[src/include/pcs_defines.svh]
/*
  Offsets, field positions, reset values and cycle timing for the socket control block.
  Assumes a 50 MHz aclk and AXI4-Lite byte addresses in the low 8 bits.
*/
`ifndef PCS_DEFINES_SVH
`define PCS_DEFINES_SVH

`define PCS_ADDR_W     8
`define PCS_OFS_CTRL   8'h00
`define PCS_OFS_CMD    8'h04
`define PCS_OFS_STAT   8'h08
`define PCS_OFS_ISTAT  8'h0C
`define PCS_OFS_IMASK  8'h10

`define PCS_RESP_OKAY   2'h0
`define PCS_RESP_SLVERR 2'h2

// ctrl fields
`define PCS_CTRL_IO_LSB  0
`define PCS_CTRL_RST_LSB 4
`define PCS_CTRL_WPE_LSB 8
// cmd fields
`define PCS_CMD_SOCK_LSB 0
`define PCS_CMD_IO_BIT   2
`define PCS_CMD_WR_BIT   3
`define PCS_CMD_WIDE_BIT 4
`define PCS_CMD_ODD_BIT  5
// interrupt status fields
`define PCS_IST_DONE_BIT 4
`define PCS_IST_BLK_BIT  5

`define PCS_RST_CARD_RESET 4'hF
`define PCS_RST_IMASK      6'h00

`define PCS_CLK_NS   20
`define PCS_SETUP_NS 20
`define PCS_STRB_NS  100
`define PCS_HOLD_NS  20
`define PCS_SETUP_CYC ((`PCS_SETUP_NS + `PCS_CLK_NS - 1) / `PCS_CLK_NS)
`define PCS_STRB_CYC  ((`PCS_STRB_NS + `PCS_CLK_NS - 1) / `PCS_CLK_NS)
`define PCS_HOLD_CYC  ((`PCS_HOLD_NS + `PCS_CLK_NS - 1) / `PCS_CLK_NS)

`endif

[src/include/pcs_pkg.sv]
/*
  Types for the socket control block: cycle engine states and the packed state record.
  Assumes pcs_defines.svh is not needed here; widths are literal.
*/
`default_nettype none
package pcs_pkg;
  typedef enum logic [1:0] {ST_IDLE, ST_SETUP, ST_STRB, ST_HOLD} pcs_state_e;

  typedef struct packed {
    logic        awready, wready, arready, awg, wg, bvalid, rvalid, irq;
    logic [7:0]  awaddr;
    logic [31:0] wdata;
    logic [3:0]  wstrb;
    logic [1:0]  bresp, rresp;
    logic [31:0] rdata;
    logic [3:0]  io_type, rst, wp_en;
    logic [5:0]  imask, istat;
    logic [3:0]  s1_rdy, s2_rdy, s1_wp, s2_wp, s1_wt, s2_wt, rdy_d;
    pcs_state_e  st;
    logic [3:0]  cnt;
    logic [1:0]  sock, nbytes;
    logic        io, wr, wide, odd, split, second, blk;
    logic [3:0]  we_n, ce_even_n, ce_odd_n;
    logic        oe_n, iord_n, iowr_n;
  } pcs_state_s;
endpackage
`default_nettype wire

[src/pcs_top.sv]
/*
  Control and status signals of four PC Card sockets plus a small card cycle engine,
  reached over AXI4-Lite.
  Assumes socket inputs are asynchronous pins; shared address/data buses live elsewhere.
*/
// Function
// - drive per-socket active-low write strobe during memory writes
// - the same strobe acts as program strobe for programmable memory cards
// - ready/irq input means ready/busy for memory, interrupt for I/O cards
// - status register shows live ready/irq and write-protect/port-width levels
// - writes blocked by write-protect only when window protect bit is one
// - port-width decides how many card cycles a host transfer needs
// - 16-bit I/O without port-width becomes two byte cycles, even then odd
// - per-socket reset output holds the card in hard reset
// - card wait stretches the running cycle until released
// - even enable selects even bytes, odd enable selects odd bytes
// - four sockets with identical per-socket signal sets; memory read and I/O strobes are shared
`timescale 1ns/1ps
`default_nettype none
`include "pcs_defines.svh"

module pcs_top (
  // clock and reset
  input  wire logic                    aclk,
  input  wire logic                    aresetn,
  // axi4-lite write
  input  wire logic [`PCS_ADDR_W-1:0]  s_axi_awaddr,
  input  wire logic                    s_axi_awvalid,
  output logic                         s_axi_awready,
  input  wire logic [31:0]             s_axi_wdata,
  input  wire logic [3:0]              s_axi_wstrb,
  input  wire logic                    s_axi_wvalid,
  output logic                         s_axi_wready,
  output logic [1:0]                   s_axi_bresp,
  output logic                         s_axi_bvalid,
  input  wire logic                    s_axi_bready,
  // axi4-lite read
  input  wire logic [`PCS_ADDR_W-1:0]  s_axi_araddr,
  input  wire logic                    s_axi_arvalid,
  output logic                         s_axi_arready,
  output logic [31:0]                  s_axi_rdata,
  output logic [1:0]                   s_axi_rresp,
  output logic                         s_axi_rvalid,
  input  wire logic                    s_axi_rready,
  // per-socket card pins
  output logic [3:0]                   card_write_strobe_n,
  output logic [3:0]                   card_enable_even_n,
  output logic [3:0]                   card_enable_odd_n,
  output logic [3:0]                   card_reset,
  input  wire logic [3:0]              card_ready_busy_n,
  input  wire logic [3:0]              card_port_wide_n,
  input  wire logic [3:0]              card_wait_n,
  // common card strobes
  output logic                         card_oe_n,
  output logic                         card_io_rd_n,
  output logic                         card_io_wr_n,
  // interrupt
  output logic                         irq
);
  import pcs_pkg::*;

  pcs_state_s r;
  pcs_state_s n;

  logic [31:0] wmask;
  logic [31:0] wval;
  logic [31:0] ctrl_img;
  logic        ev;
  logic        od;
  logic        sel;

  assign ctrl_img = {20'h0, r.wp_en, r.rst, r.io_type};

  always_comb begin
    n = r;
    wmask = {{8{r.wstrb[3]}}, {8{r.wstrb[2]}}, {8{r.wstrb[1]}}, {8{r.wstrb[0]}}};
    wval = 32'h0;
    ev = 1'b0;
    od = 1'b0;
    sel = 1'b0;
    // second stage reads only the first; nothing else looks at s1_*
    n.s1_rdy = card_ready_busy_n;
    n.s2_rdy = r.s1_rdy;
    n.s1_wp = card_port_wide_n;
    n.s2_wp = r.s1_wp;
    n.s1_wt = card_wait_n;
    n.s2_wt = r.s1_wt;
    n.rdy_d = r.s2_rdy;

    // write channel: address and data taken in either order
    if (s_axi_awvalid && r.awready) begin
      n.awg = 1'b1;
      n.awaddr = s_axi_awaddr;
    end
    if (s_axi_wvalid && r.wready) begin
      n.wg = 1'b1;
      n.wdata = s_axi_wdata;
      n.wstrb = s_axi_wstrb;
    end
    if (r.bvalid && s_axi_bready) begin
      n.bvalid = 1'b0;
    end
    if (r.awg && r.wg && !r.bvalid) begin
      n.awg = 1'b0;
      n.wg = 1'b0;
      n.bvalid = 1'b1;
      n.bresp = `PCS_RESP_OKAY;
      case (r.awaddr)
        `PCS_OFS_CTRL: begin
          wval = (ctrl_img & ~wmask) | (r.wdata & wmask);
          n.io_type = wval[`PCS_CTRL_IO_LSB +: 4];
          n.rst = wval[`PCS_CTRL_RST_LSB +: 4];
          n.wp_en = wval[`PCS_CTRL_WPE_LSB +: 4];
        end
        `PCS_OFS_CMD: begin
          // a command while a cycle runs is refused rather than queued
          if (r.st != ST_IDLE || !r.wstrb[0]) begin
            n.bresp = `PCS_RESP_SLVERR;
          end else begin
            n.sock = r.wdata[`PCS_CMD_SOCK_LSB +: 2];
            n.io = r.wdata[`PCS_CMD_IO_BIT];
            n.wr = r.wdata[`PCS_CMD_WR_BIT];
            n.wide = r.wdata[`PCS_CMD_WIDE_BIT];
            n.odd = r.wdata[`PCS_CMD_ODD_BIT];
            n.split = 1'b0;
            n.second = 1'b0;
            n.blk = 1'b0;
            n.nbytes = 2'h0;
            n.st = ST_SETUP;
            n.cnt = 4'(`PCS_SETUP_CYC - 1);
          end
        end
        `PCS_OFS_ISTAT: begin
          if (r.wstrb[0]) begin
            n.istat = r.istat & ~r.wdata[5:0];
          end
        end
        `PCS_OFS_IMASK: begin
          if (r.wstrb[0]) begin
            n.imask = r.wdata[5:0];
          end
        end
        `PCS_OFS_STAT: ;
        default: n.bresp = `PCS_RESP_SLVERR;
      endcase
    end

    // read channel
    if (r.rvalid && s_axi_rready) begin
      n.rvalid = 1'b0;
    end
    if (s_axi_arvalid && r.arready) begin
      n.rvalid = 1'b1;
      n.rresp = `PCS_RESP_OKAY;
      case (s_axi_araddr)
        `PCS_OFS_CTRL:  n.rdata = ctrl_img;
        `PCS_OFS_CMD:   n.rdata = {26'h0, r.odd, r.wide, r.wr, r.io, r.sock};
        `PCS_OFS_STAT:  n.rdata = {20'h0, r.nbytes, r.blk, r.st != ST_IDLE,
                                   r.s2_wp, r.s2_rdy};
        `PCS_OFS_ISTAT: n.rdata = {26'h0, r.istat};
        `PCS_OFS_IMASK: n.rdata = {26'h0, r.imask};
        default: begin
          n.rdata = 32'h0;
          n.rresp = `PCS_RESP_SLVERR;
        end
      endcase
    end

    // card cycle engine
    unique case (r.st)
      ST_IDLE: ;
      ST_SETUP: begin
        if (r.cnt != 4'h0) begin
          n.cnt = r.cnt - 4'h1;
        end else begin
          if (!r.second) begin
            n.split = r.io && r.wide && r.s2_wp[r.sock];
            n.blk = !r.io && r.wr && r.wp_en[r.sock] && r.s2_wp[r.sock];
          end
          n.st = ST_STRB;
          n.cnt = 4'(`PCS_STRB_CYC - 1);
        end
      end
      ST_STRB: begin
        if (r.cnt != 4'h0) begin
          n.cnt = r.cnt - 4'h1;
        end else if (r.s2_wt[r.sock]) begin
          n.st = ST_HOLD;
          n.cnt = 4'(`PCS_HOLD_CYC - 1);
          n.nbytes = r.nbytes + 2'h1;
        end
      end
      ST_HOLD: begin
        if (r.cnt != 4'h0) begin
          n.cnt = r.cnt - 4'h1;
        end else if (r.split && !r.second) begin
          n.second = 1'b1;
          n.st = ST_SETUP;
          n.cnt = 4'(`PCS_SETUP_CYC - 1);
        end else begin
          n.st = ST_IDLE;
        end
      end
    endcase

    // sticky events; a set in the same cycle as a clear wins
    for (int k = 0; k < 4; k++) begin
      if (r.io_type[k] ? !r.s2_rdy[k] : (r.s2_rdy[k] && !r.rdy_d[k])) begin
        n.istat[k] = 1'b1;
      end
    end
    if (r.st == ST_HOLD && n.st == ST_IDLE) begin
      n.istat[`PCS_IST_DONE_BIT] = 1'b1;
      // built on the cleared image so a clear in this cycle is not undone
      n.istat[`PCS_IST_BLK_BIT] = n.istat[`PCS_IST_BLK_BIT] | r.blk;
    end
    n.irq = |(n.istat & n.imask);

    // pin images follow the next state so they change with it
    for (int k = 0; k < 4; k++) begin
      sel = (n.st != ST_IDLE) && (n.sock == 2'(k));
      if (n.split) begin
        ev = !n.second;
        od = n.second;
      end else begin
        ev = n.wide || !n.odd;
        od = n.wide || n.odd;
      end
      n.ce_even_n[k] = !(sel && ev);
      n.ce_odd_n[k] = !(sel && od);
      // one pin serves both write and program strobes
      n.we_n[k] = !(sel && n.st == ST_STRB && n.wr && !n.io && !n.blk);
    end
    n.oe_n = !(n.st == ST_STRB && !n.wr && !n.io);
    n.iord_n = !(n.st == ST_STRB && !n.wr && n.io);
    n.iowr_n = !(n.st == ST_STRB && n.wr && n.io);

    n.awready = !n.awg && !n.bvalid;
    n.wready = !n.wg && !n.bvalid;
    n.arready = !n.rvalid;

    if (!aresetn) begin
      n = '0;
      n.st = ST_IDLE;
      n.rst = `PCS_RST_CARD_RESET;
      n.imask = `PCS_RST_IMASK;
      n.we_n = 4'hF;
      n.ce_even_n = 4'hF;
      n.ce_odd_n = 4'hF;
      n.oe_n = 1'b1;
      n.iord_n = 1'b1;
      n.iowr_n = 1'b1;
      n.s1_rdy = 4'hF;
      n.s2_rdy = 4'hF;
      n.rdy_d = 4'hF;
      n.s1_wt = 4'hF;
      n.s2_wt = 4'hF;
    end
  end

  always_ff @(posedge aclk) begin
    r <= n;
  end

  assign s_axi_awready = r.awready;
  assign s_axi_wready = r.wready;
  assign s_axi_bresp = r.bresp;
  assign s_axi_bvalid = r.bvalid;
  assign s_axi_arready = r.arready;
  assign s_axi_rdata = r.rdata;
  assign s_axi_rresp = r.rresp;
  assign s_axi_rvalid = r.rvalid;
  assign card_write_strobe_n = r.we_n;
  assign card_enable_even_n = r.ce_even_n;
  assign card_enable_odd_n = r.ce_odd_n;
  assign card_reset = r.rst;
  assign card_oe_n = r.oe_n;
  assign card_io_rd_n = r.iord_n;
  assign card_io_wr_n = r.iowr_n;
  assign irq = r.irq;

  for (genvar g = 0; g < 4; g++) begin : g_irq

  end
endmodule
`default_nettype wire

[config.mk]
export PLATFORM = sky130hd
export DESIGN_NAME = pcs_top
export DESIGN_NICKNAME = d
export VERILOG_FILES = /design/src/include/pcs_pkg.sv /design/src/pcs_top.sv
export VERILOG_INCLUDE_DIRS = /design/src /design/src/include
export SDC_FILE = /design/constraint.sdc
export NUM_CORES = 1
export LEC_CHECK = 0
export CORE_AREA = 2 2 101 103
export CTS_CLUSTER_SIZE = 25
export DETAILED_ROUTE_END_ITERATION = 10
export DIE_AREA = 0 0 103 105
export DONT_BUFFER_PORTS = 1
export PLACE_DENSITY = 0.8
export RECOVER_POWER = 100
export SYNTH_ARGS = -nofsm -noshare
export SYNTH_HDL_FRONTEND = slang
export SYNTH_SLANG_ARGS = --single-unit
[constraint.sdc]
create_clock -name aclk -period 2.13 [get_ports aclk]
set_input_delay 0.426 -clock aclk [delete_from_list [all_inputs] [get_ports aclk]]
set_output_delay 0.426 -clock aclk [all_outputs]
set_load 0.02 [all_outputs]
* Yosys cells after proc, flatten, opt, wreduce, memory -nomap -nowiden
Index checks and enable logic that the tools add are counted.
Widths: inputs -> output; s select.
** Cells by class
- Add/sub/neg operators :: 2
- Order comparisons :: 1
- Equal/unequal tests :: 15
- Multiplexer cells :: 57
- Bitwise operators :: 8
- Reductions and logical operators :: 103
** Operators with widths (number)
- $pmux 12 s5 :: 1
- $logic_and 1x1->1 :: 53
- $mux 17 :: 3
- $logic_not 1->1 :: 36
- $eq 8x4->1 const B :: 4
- $mux 6 :: 5
- $mux 1 :: 28
- $and 12x12->12 :: 2
- $mux 2 :: 9
- $pmux 6 s3 :: 1
- $eq 8x3->1 const B :: 2
- $eq 8x5->1 const B :: 2
- $logic_not 8->1 :: 2
- $mux 4 :: 4
- $and 6x6->6 :: 2
- $mux 12 :: 1
- $not 12->12 :: 1
- $or 12x12->12 :: 1
- $eq 2x2->1 const B :: 5
- $bmux 1 s2 :: 3
- $not 6->6 :: 1
- $reduce_or 6->1 :: 1
- $reduce_or 5->1 :: 1
- $eq 2x1->1 const B :: 2
- other kinds (12) :: 16
** Word-level totals
- Register bits after elaboration :: 150
- Input bits :: 71
- Output and inout port bits :: 61
- Word-level logic and storage cells :: 229

* Depth between registers and ports, before layout
Gate-level depths: netlist of run 1.
- Word-level depth :: 15
- Gate-level depth with buffers :: 9
- Gate-level depth less buffers :: 8

* Least setup slack after synthesis of run 1
Ideal clock, no wire load.
- Path kind :: reg2reg
- Start point :: reg r[26] in the netlist's numbering
- End point :: reg r, in the netlist card_enable_even_n[0]
- Library setup time :: 127 ps
- Data arrival time :: 2046 ps
- Data required time :: 2003 ps
- Setup slack :: -43 ps
- Cell stages (with the launch flop) :: 9
- Path buffers :: 0
- Period minus slack after synthesis :: 2173 ps
- Cells stage by stage :: dfxtp_1 > inv_1 > ha_1 > or3b_4 > or4_4 > nor2b_1 > a32o_2 > mux2i_1 > nand2_1
** Between the ends
- Cells in the longest elaborated chain, start to end :: 7
- Elaborated cells between the ends (all ways) :: 15
- Classes of those cells :: 9 x mux; 6 x reduce/logical
** RTL lines
- from (decl) :: RTL line pcs_top.sv:62 : pcs_state_s r;
- from (signal assigned) :: RTL line pcs_top.sv:262 : r <= n;
- $reduce_bool 4->1 * :: RTL line pcs_top.sv:173, pcs_top.sv:185, pcs_top.sv:194
- $mux 2, or another cell as far along :: RTL line pcs_top.sv:194 : if (r.cnt != 4'h0) begin
- $pmux 6 s3 / $mux 1 (equally long branches) :: RTL line pcs_top.sv:170 : unique case (r.st)
- $reduce_bool 2->1 / $logic_not 1->1 (equally long branches) :: RTL line pcs_top.sv:221, pcs_top.sv:223
- $logic_and 1x1->1 / $mux 1 (equally long branches) :: RTL line pcs_top.sv:221, pcs_top.sv:222
- $logic_and 1x1->1 * :: RTL line pcs_top.sv:229 : n.ce_even_n[k] = !(sel && ev);
- $logic_not 1->1 * :: RTL line pcs_top.sv:229
Mark *: on every way between the ends. The rest lies on a longest branch, timed or not.
A chain may end at the register's enable or synchronous reset.

* Worst setup path after layout of run 1
- Start point :: reg r[27] in the netlist's numbering
- End point :: reg r, in the netlist card_enable_even_n[1]
The elaborated chain is that of the path after synthesis.

==> impl_metrics.env, run 1 <==
export IMPL_status="complete, but fails checks"
export IMPL_failed_checks="setup timing"
export IMPL_cts_max_path_buffers=2
export IMPL_drt_pre_antenna_iters=6
export IMPL_seqPwrFrac=0.436
export IMPL_grt_max_degree=34
export IMPL_syn_area_per_cell_um2=8.76
export IMPL_fin_ws_ns=-0.103
export IMPL_rsz0062_at_grt="yes"
export IMPL_yosysTopAreaCell="dfxtp_1"
export IMPL_fp_dieH_um=105
export IMPL_via_count=4217
export IMPL_coreArea_mm2=0.00964
export IMPL_slew_violations=0
export IMPL_final_nets=690
export IMPL_area_growth_syn_to_layout_pct=13.9
export IMPL_num_fill_cells=782
export IMPL_cts_inserted_buffers=17
export IMPL_port_buffers=0
export IMPL_synth_top_family_by_area="simple AND/OR/NAND/NOR gates"
export IMPL_ys_types=55
export IMPL_combPwrFrac=0.044
export IMPL_arrival_ns=2.63
export IMPL_yosysSeqAreaShare=0.472
export IMPL_synth_seq_cells=128
export IMPL_finalSetupViolCount=11
export IMPL_cts_htree_levels=4
export IMPL_synth_mux_area_fraction=0.0689
export IMPL_wirelength_um=12800
export IMPL_period_share=1.05
export IMPL_num_antenna_cells=0
export IMPL_syn_inst=620
export IMPL_critPathRequiredTime_ns=2.53
export IMPL_overflow=0
export IMPL_yosysWarnings=0
export IMPL_postLayoutCoreUtil=0.642
export IMPL_p_int_mw=4.55
export IMPL_finalCriticalPeriod_ns=2.23
export IMPL_relSlewSlack=0.428
export IMPL_synth_fa_ha_area_frac=0.00461
export IMPL_netlist_area_mm2=0.00543
export IMPL_grt_usage=0.243
export IMPL_p_sw_frac=0.217
export IMPL_drc=0
export IMPL_clk_pin_slew_worst_paths_ns=0.06
export IMPL_grt_pass1_wl_um=20100
export IMPL_drv_cap=0
export IMPL_synth_compound_area_frac=0.120
export IMPL_dp_final_hpwl_um=8630
export IMPL_finClkSkew_ns=0.00976
export IMPL_drt_initial_drc_count=243
export IMPL_worstPathMaxFanout=4
export IMPL_hold_viol_final=0
export IMPL_ir_drop_v=0.000522
export IMPL_drive_gt1_frac=0.144
export IMPL_synth_xor_area_share=0.00161
export IMPL_finalWeightedCongestion=0.901
export IMPL_synth_area_leaders="dfxtp_1 (47%), buf_4 (7.2%), nand2_1 (5.7%)"
export IMPL_clkPwrFrac=0.520
export IMPL_placed_area_mm2=0.00537
export IMPL_worst_setup_path_start_kind="flop"
export IMPL_p_per_area_mw_per_mm2=939
export IMPL_viasPerCell=5.53
export IMPL_cts_num_sinks=128
export IMPL_worst_slew_pin_slew_ns=0.855
export IMPL_io_pins=132
export IMPL_p_leak_nw=2.46
export IMPL_critical_path_class="reg -> reg"
export IMPL_clockRootBuffer="clkbuf_8"
export IMPL_start_util=0.564
export IMPL_ant_nets=0
export IMPL_first_global_vias=4108
export IMPL_post_drt_wl_per_cell_um=16.7
export IMPL_fmax_ghz=0.448
export IMPL_holdCritPathClass="in -> reg"
export IMPL_synth_top_cell_area_share=0.472
export IMPL_synth_simple_area_share=0.227
export IMPL_switching_power_mw=1.26
export IMPL_design_area_mm2=0.00619
export IMPL_fp_row_count=36
export IMPL_endpoint_kind="flop"
export IMPL_antenna_found_initial=0
export IMPL_worstSkewPairLatency_ns=0.52
export IMPL_cts_tree="done"
export IMPL_fp_dieW_um=103
export IMPL_dieArea_mm2=0.0108
## worst paths after layout
kind                                               to                  from  slack, ns  cells after the start
worst max-delay path            card_enable_even_n[1]                 r[27]      -0.10                      8
worst min-delay path                            r[56]  card_ready_busy_n[0]       0.01                      1
worst max register to register  card_enable_even_n[1]                 r[27]      -0.10                      8
worst min register to register                  r[38]                 r[42]       0.40                      1
## cells in the mapped netlist (all sizes together)
master and count:
o21a 1, clkbuf 27, a211oi 5, a31oi 2
nor2b 6, a22oi 2, nand2 83, nand4 5
nor2 56, o221a 1, o311ai 1, inv 13
buf 59, a32o 3, conb 1, or3 3
nor4 1, nand3 21, and3b 4, o2111ai 1
a21oi 51, o21ai 19, nor3 7, nand2b 27
a221oi 8, nor3b 3, or2 1, a311oi 1
mux2i 28, and3 3, o22ai 5, dfxtp 128
mux2 2, mux4 3, ha 2, o32ai 4
a41oi 1, xor2 1, and4b 1, and4 2
and2 20, or3b 1, or4 3, a21boi 2
nand3b 2
## area by class of cell
cell class / count / area [um^2] / area share
clock inverters: 10 / 158 / 0.0255
well taps: 133 / 166 / 0.0269
clock buffers: 22 / 463 / 0.0748
flip-flops and latches: 128 / 2560 / 0.415
repair buffers: 43 / 339 / 0.0548
multi-input cells: 414 / 2450 / 0.395
inverters: 13 / 48.8 / 0.00789
## flip-flops by register name (all words and copies together), names as in the netlist, named ones only
| name | count |
|---|---|
| card_enable_even_n | 4 |
| card_enable_odd_n | 4 |
| card_io_rd_n | 1 |
| card_io_wr_n | 1 |
| card_oe_n | 1 |
| card_write_strobe_n | 4 |
| irq | 1 |
| r | 81 |
| s_axi_arready | 1 |
| s_axi_awready | 1 |
| s_axi_bresp | 1 |
| s_axi_bvalid | 1 |
| s_axi_rdata | 12 |
| s_axi_rresp | 1 |
| s_axi_rvalid | 1 |
| s_axi_wready | 1 |
## cell families (layout without fill, tap and decap cells)
group                      Yosys count  count (layout)
and+or+nand+nor                    249             249
DFF                                128             128
AOI/OAI and AO/OA                  107             107
buffers and inverters               99              88
muxes                               33              33
adders and majority gates            2               2
other                                1              22
xor gates and xnor gates             1               1
## power groups by stage
| stage | sequential, mW | combinational [mW] | clock, mW |
|---|---|---|---|
| CTS | 2.53 | 0.253 | 3.03 |
| detailed placement | 2.58 | 0.235 | 0 |
| floorplan | 2.56 | 0.266 | 0 |
| global route | 2.54 | 0.283 | 3.15 |
| global placement | 2.58 | 0.228 | 0 |
| finish | 2.53 | 0.258 | 3.02 |
## critical path, cell delays in order, from the launching register on
cell     delay (ns)
dfxtp_2        0.32
inv_2          0.07
ha_4           0.13
or3b_4         0.37
or4_4          0.46
nor2b_4        0.14
a32o_2         0.22
mux2i_4        0.31
nand2_1        0.09
## layer usage
layer	track usage	vias to the layer above	routed length [um]
met5	0	-	0
met2	0.397	202	6120
met3	0.0916	26	1180
li1	-	2035	-
met4	0.0648	0	271
met1	0.297	1954	5200
## cells in the final DEF, fill, tap and decap left out, types with 4 or more instances in the layout
| master | Yosys | final |
|---|---|---|
| nand2_1 | 83 | 79 |
| a211oi_1 | 5 | 5 |
| o21ai_0 | 18 | 18 |
| nor2_1 | 56 | 56 |
| a221oi_1 | 8 | 8 |
| a21oi_1 | 51 | 49 |
| nand3_1 | 21 | 21 |
| buf_4 | 52 | 29 |
| inv_1 | 12 | 10 |
| nor3_1 | 6 | 6 |
| mux2i_1 | 28 | 27 |
| bufinv_16 | 0 | 4 |
| nor2b_1 | 6 | 5 |
| dlygate4sd3_1 | 0 | 6 |
| and2_1 | 19 | 16 |
| nand2_2 | 0 | 4 |
| and2_0 | 1 | 4 |
| nand4_1 | 5 | 5 |
| conb_1 | 1 | 22 |
| and3b_1 | 4 | 4 |
| o22ai_1 | 5 | 5 |
| clkbuf_1 | 26 | 7 |
| dfxtp_1 | 128 | 126 |
| clkbuf_16 | 0 | 16 |
| nand2b_1 | 27 | 27 |
| clkbuf_8 | 0 | 4 |
## per-stage QoR
step | total power, mW | setup WS, ns | hold slack, ns | instances | setup TNS [ns]
2_1_floorplan | 2.82 | 0.00375 | 0.386 | 641 | 0
3_3_place_gp | 2.81 | -0.0388 | 0.392 | 714 | -0.166
3_5_place_dp | 2.82 | -0.134 | 0.395 | 714 | -0.733
4_1_cts | 5.82 | -0.0662 | 0.000756 | 760 | -0.314
5_1_grt | 5.98 | -0.149 | 0.00154 | 763 | -1.83
6_report | 5.81 | -0.103 | 0.0139 | 763 | -0.645
## timing repair
item,in CTS,in global routing
endpoints found under the hold margin,24,1
setup endpoints to repair,12,15
buffers inserted,9,3
resized for setup,8,13
hold buffers,5,1
pin swaps,6,9
Power figures use the tool's default switching activity.
==> run 2: changes to the inputs <==
Clock period 2.13 ns to 1.9 ns, I/O delays scaled along.
==> run 2 against run 1 <==
The flow still finishes with violations (setup timing). Sequential power is 12% higher. Critical path depth stayed put. First-iteration DRC count is 4.9% lower. Critical endpoint is now card_enable_even_n[0]. Critical path type unchanged. Highest routed layer unchanged. Cell count is 5.9% higher. Wire length is 7.8% higher. Non-clock buffer count is 47 higher.
==> impl_metrics.env, run 2 (same netlist as run 1, synthesis figures left out) <==
export IMPL_drc=0
export IMPL_worst_slew_pin_slew_ns=0.771
export IMPL_final_common_cell="dfxtp_1"
export IMPL_hold_viol_final=0
export IMPL_final_nets=737
export IMPL_critical_path_top_delay_family="simple AND/OR/NAND/NOR gates"
export IMPL_drt_initial_drc_count=231
export IMPL_cts_htree_levels=4
export IMPL_fin_ws_ns=-0.270
export IMPL_dp_cells=737
export IMPL_clk_pin_slew_worst_paths_ns=0.06
export IMPL_fin_tns_setup_ns=-3.02
export IMPL_drt_pre_antenna_iters=6
export IMPL_grt_pass1_wl_um=21300
export IMPL_regMostFlops="r"
export IMPL_drive_gt1_frac=0.169
export IMPL_fp_dieW_um=103
export IMPL_worstPathMaxFanout=4
export IMPL_antenna_found_initial=0
export IMPL_overflow=0
export IMPL_clockRootBuffer="clkbuf_8"
export IMPL_first_global_vias=4440
export IMPL_holdCritPathClass="in -> reg"
export IMPL_grt_usage=0.255
export IMPL_area_growth_syn_to_layout_pct=22.4
export IMPL_fp_row_count=36
export IMPL_finalCriticalPeriod_ns=2.17
export IMPL_finalWeightedCongestion=0.911
export IMPL_endpoint_kind="flop"
export IMPL_largest_reg_flops=81
export IMPL_via_count=4540
export IMPL_wirelength_um=13800
export IMPL_crit_buf_inv=1
export IMPL_status="complete, but fails checks"
export IMPL_port_buffers=0
export IMPL_fin_cells=808
export IMPL_p_per_area_mw_per_mm2=978
export IMPL_worst_setup_path_start_kind="flop"
export IMPL_cts_tree="done"
export IMPL_fp_dieH_um=105
export IMPL_post_drt_wl_per_cell_um=17.0
export IMPL_coreArea_mm2=0.00964
export IMPL_num_fill_cells=714
export IMPL_ir_drop_v=0.000639
export IMPL_placed_area_mm2=0.00554
export IMPL_design_area_mm2=0.00665
export IMPL_path_cells="inv_2, ha_4, or3b_4, or4_4, nor2b_4, a32o_2, mux2i_4, nand2_1"
export IMPL_start_util=0.564
export IMPL_rsz0062_at_grt="yes"
export IMPL_critical_path_class="reg -> reg"
export IMPL_dp_final_hpwl_um=9020
export IMPL_postLayoutCoreUtil=0.690
export IMPL_finalSetupViolCount=15
export IMPL_grt_max_degree=39
export IMPL_cts_inserted_buffers=17
export IMPL_failed_checks="setup timing"
export IMPL_critPathRequiredTime_ns=2.30
export IMPL_cts_max_path_buffers=2
export IMPL_final_cell_mix="dfxtp_1 (125), nand2_1 (83), nor2_1 (54)"
export IMPL_crit_slowest_cell="or4_4"
export IMPL_arrival_ns=2.57
export IMPL_dieArea_mm2=0.0108
export IMPL_num_antenna_cells=0
export IMPL_drv_cap=0
export IMPL_fmax_ghz=0.461
export IMPL_slowest_delay_ns=0.46
export IMPL_cts_num_sinks=128
export IMPL_finClkSkew_ns=0.00771
export IMPL_io_pins=132
export IMPL_p_leak_nw=2.66
export IMPL_relSlewSlack=0.486
export IMPL_place_ws_ns=-0.289
export IMPL_worstSkewPairLatency_ns=0.52
export IMPL_ant_nets=0
export IMPL_period_share=1.14
export IMPL_viasPerCell=5.62
export IMPL_slew_violations=0
run 2: cell count changes in the layout (fill, tap and decap cells not counted), sizes merged:
cell / previous run / this run
clkinvlp: 3 / 1
buf: 32 / 52
clkbuf: 27 / 31
dlygate4sd3: 6 / 33
clkinv: 3 / 0
bufinv: 4 / 3
run 2: final timing paths:
check	slack (ns)	depth (start not counted)	end	from
max	-0.27	8	card_enable_even_n[0]	r[27]
min	0.02	1	s_axi_arready	aresetn
max reg2reg	-0.27	8	card_enable_even_n[0]	r[27]
min reg2reg	0.40	1	r[52]	r[56]
run 2: cell type report:
type / count / area (um^2) / share of cell area
clock buffer: 26 / 508 / 0.0764
clock inverter: 4 / 97.6 / 0.0147
inverter: 13 / 48.8 / 0.00734
multi-input combinational: 414 / 2490 / 0.375
sequential: 128 / 2570 / 0.386
tap: 133 / 166 / 0.0250
timing repair buffer: 90 / 767 / 0.115
run 2: through the flow:
step	hold WS [ns]	total power, mW
2_1_floorplan	0.386	3.17
3_3_place_gp	0.389	3.17
3_5_place_dp	0.391	3.19
4_1_cts	0.000778	6.51
5_1_grt	0.00692	6.69
6_report	0.0195	6.50
run 2: report_power, final:
part	internal, mW	leakage [nW]	switching [mW]	total [mW]
logic	0.167	1.32	0.215	0.382
clock network	2.20	0.294	1.09	3.28
registers	2.77	1.05	0.0754	2.84
total	5.13	2.66	1.38	6.50
run 2: repair_timing:
action / in CTS / in global routing
pin swaps: 3 / 7
endpoints found under the hold margin: 59 / 0
gates resized for setup: 5 / 25
gates cloned: 0 / 0
setup buffers: 2 / 6
endpoints found under the setup margin: 19 / 20
hold buffers: 34 / 0
run 2: metal layers:
| metal | vias up | GRT usage | wire, um | part of all wire |
|---|---|---|---|---|
| li1 | 2127 | - | - | - |
| met1 | 2139 | 0.296 | 5380 | 0.39 |
| met2 | 228 | 0.408 | 6620 | 0.48 |
| met3 | 46 | 0.0890 | 1310 | 0.095 |
| met4 | 0 | 0.134 | 466 | 0.034 |
| met5 | - | 0 | 0 | 0 |
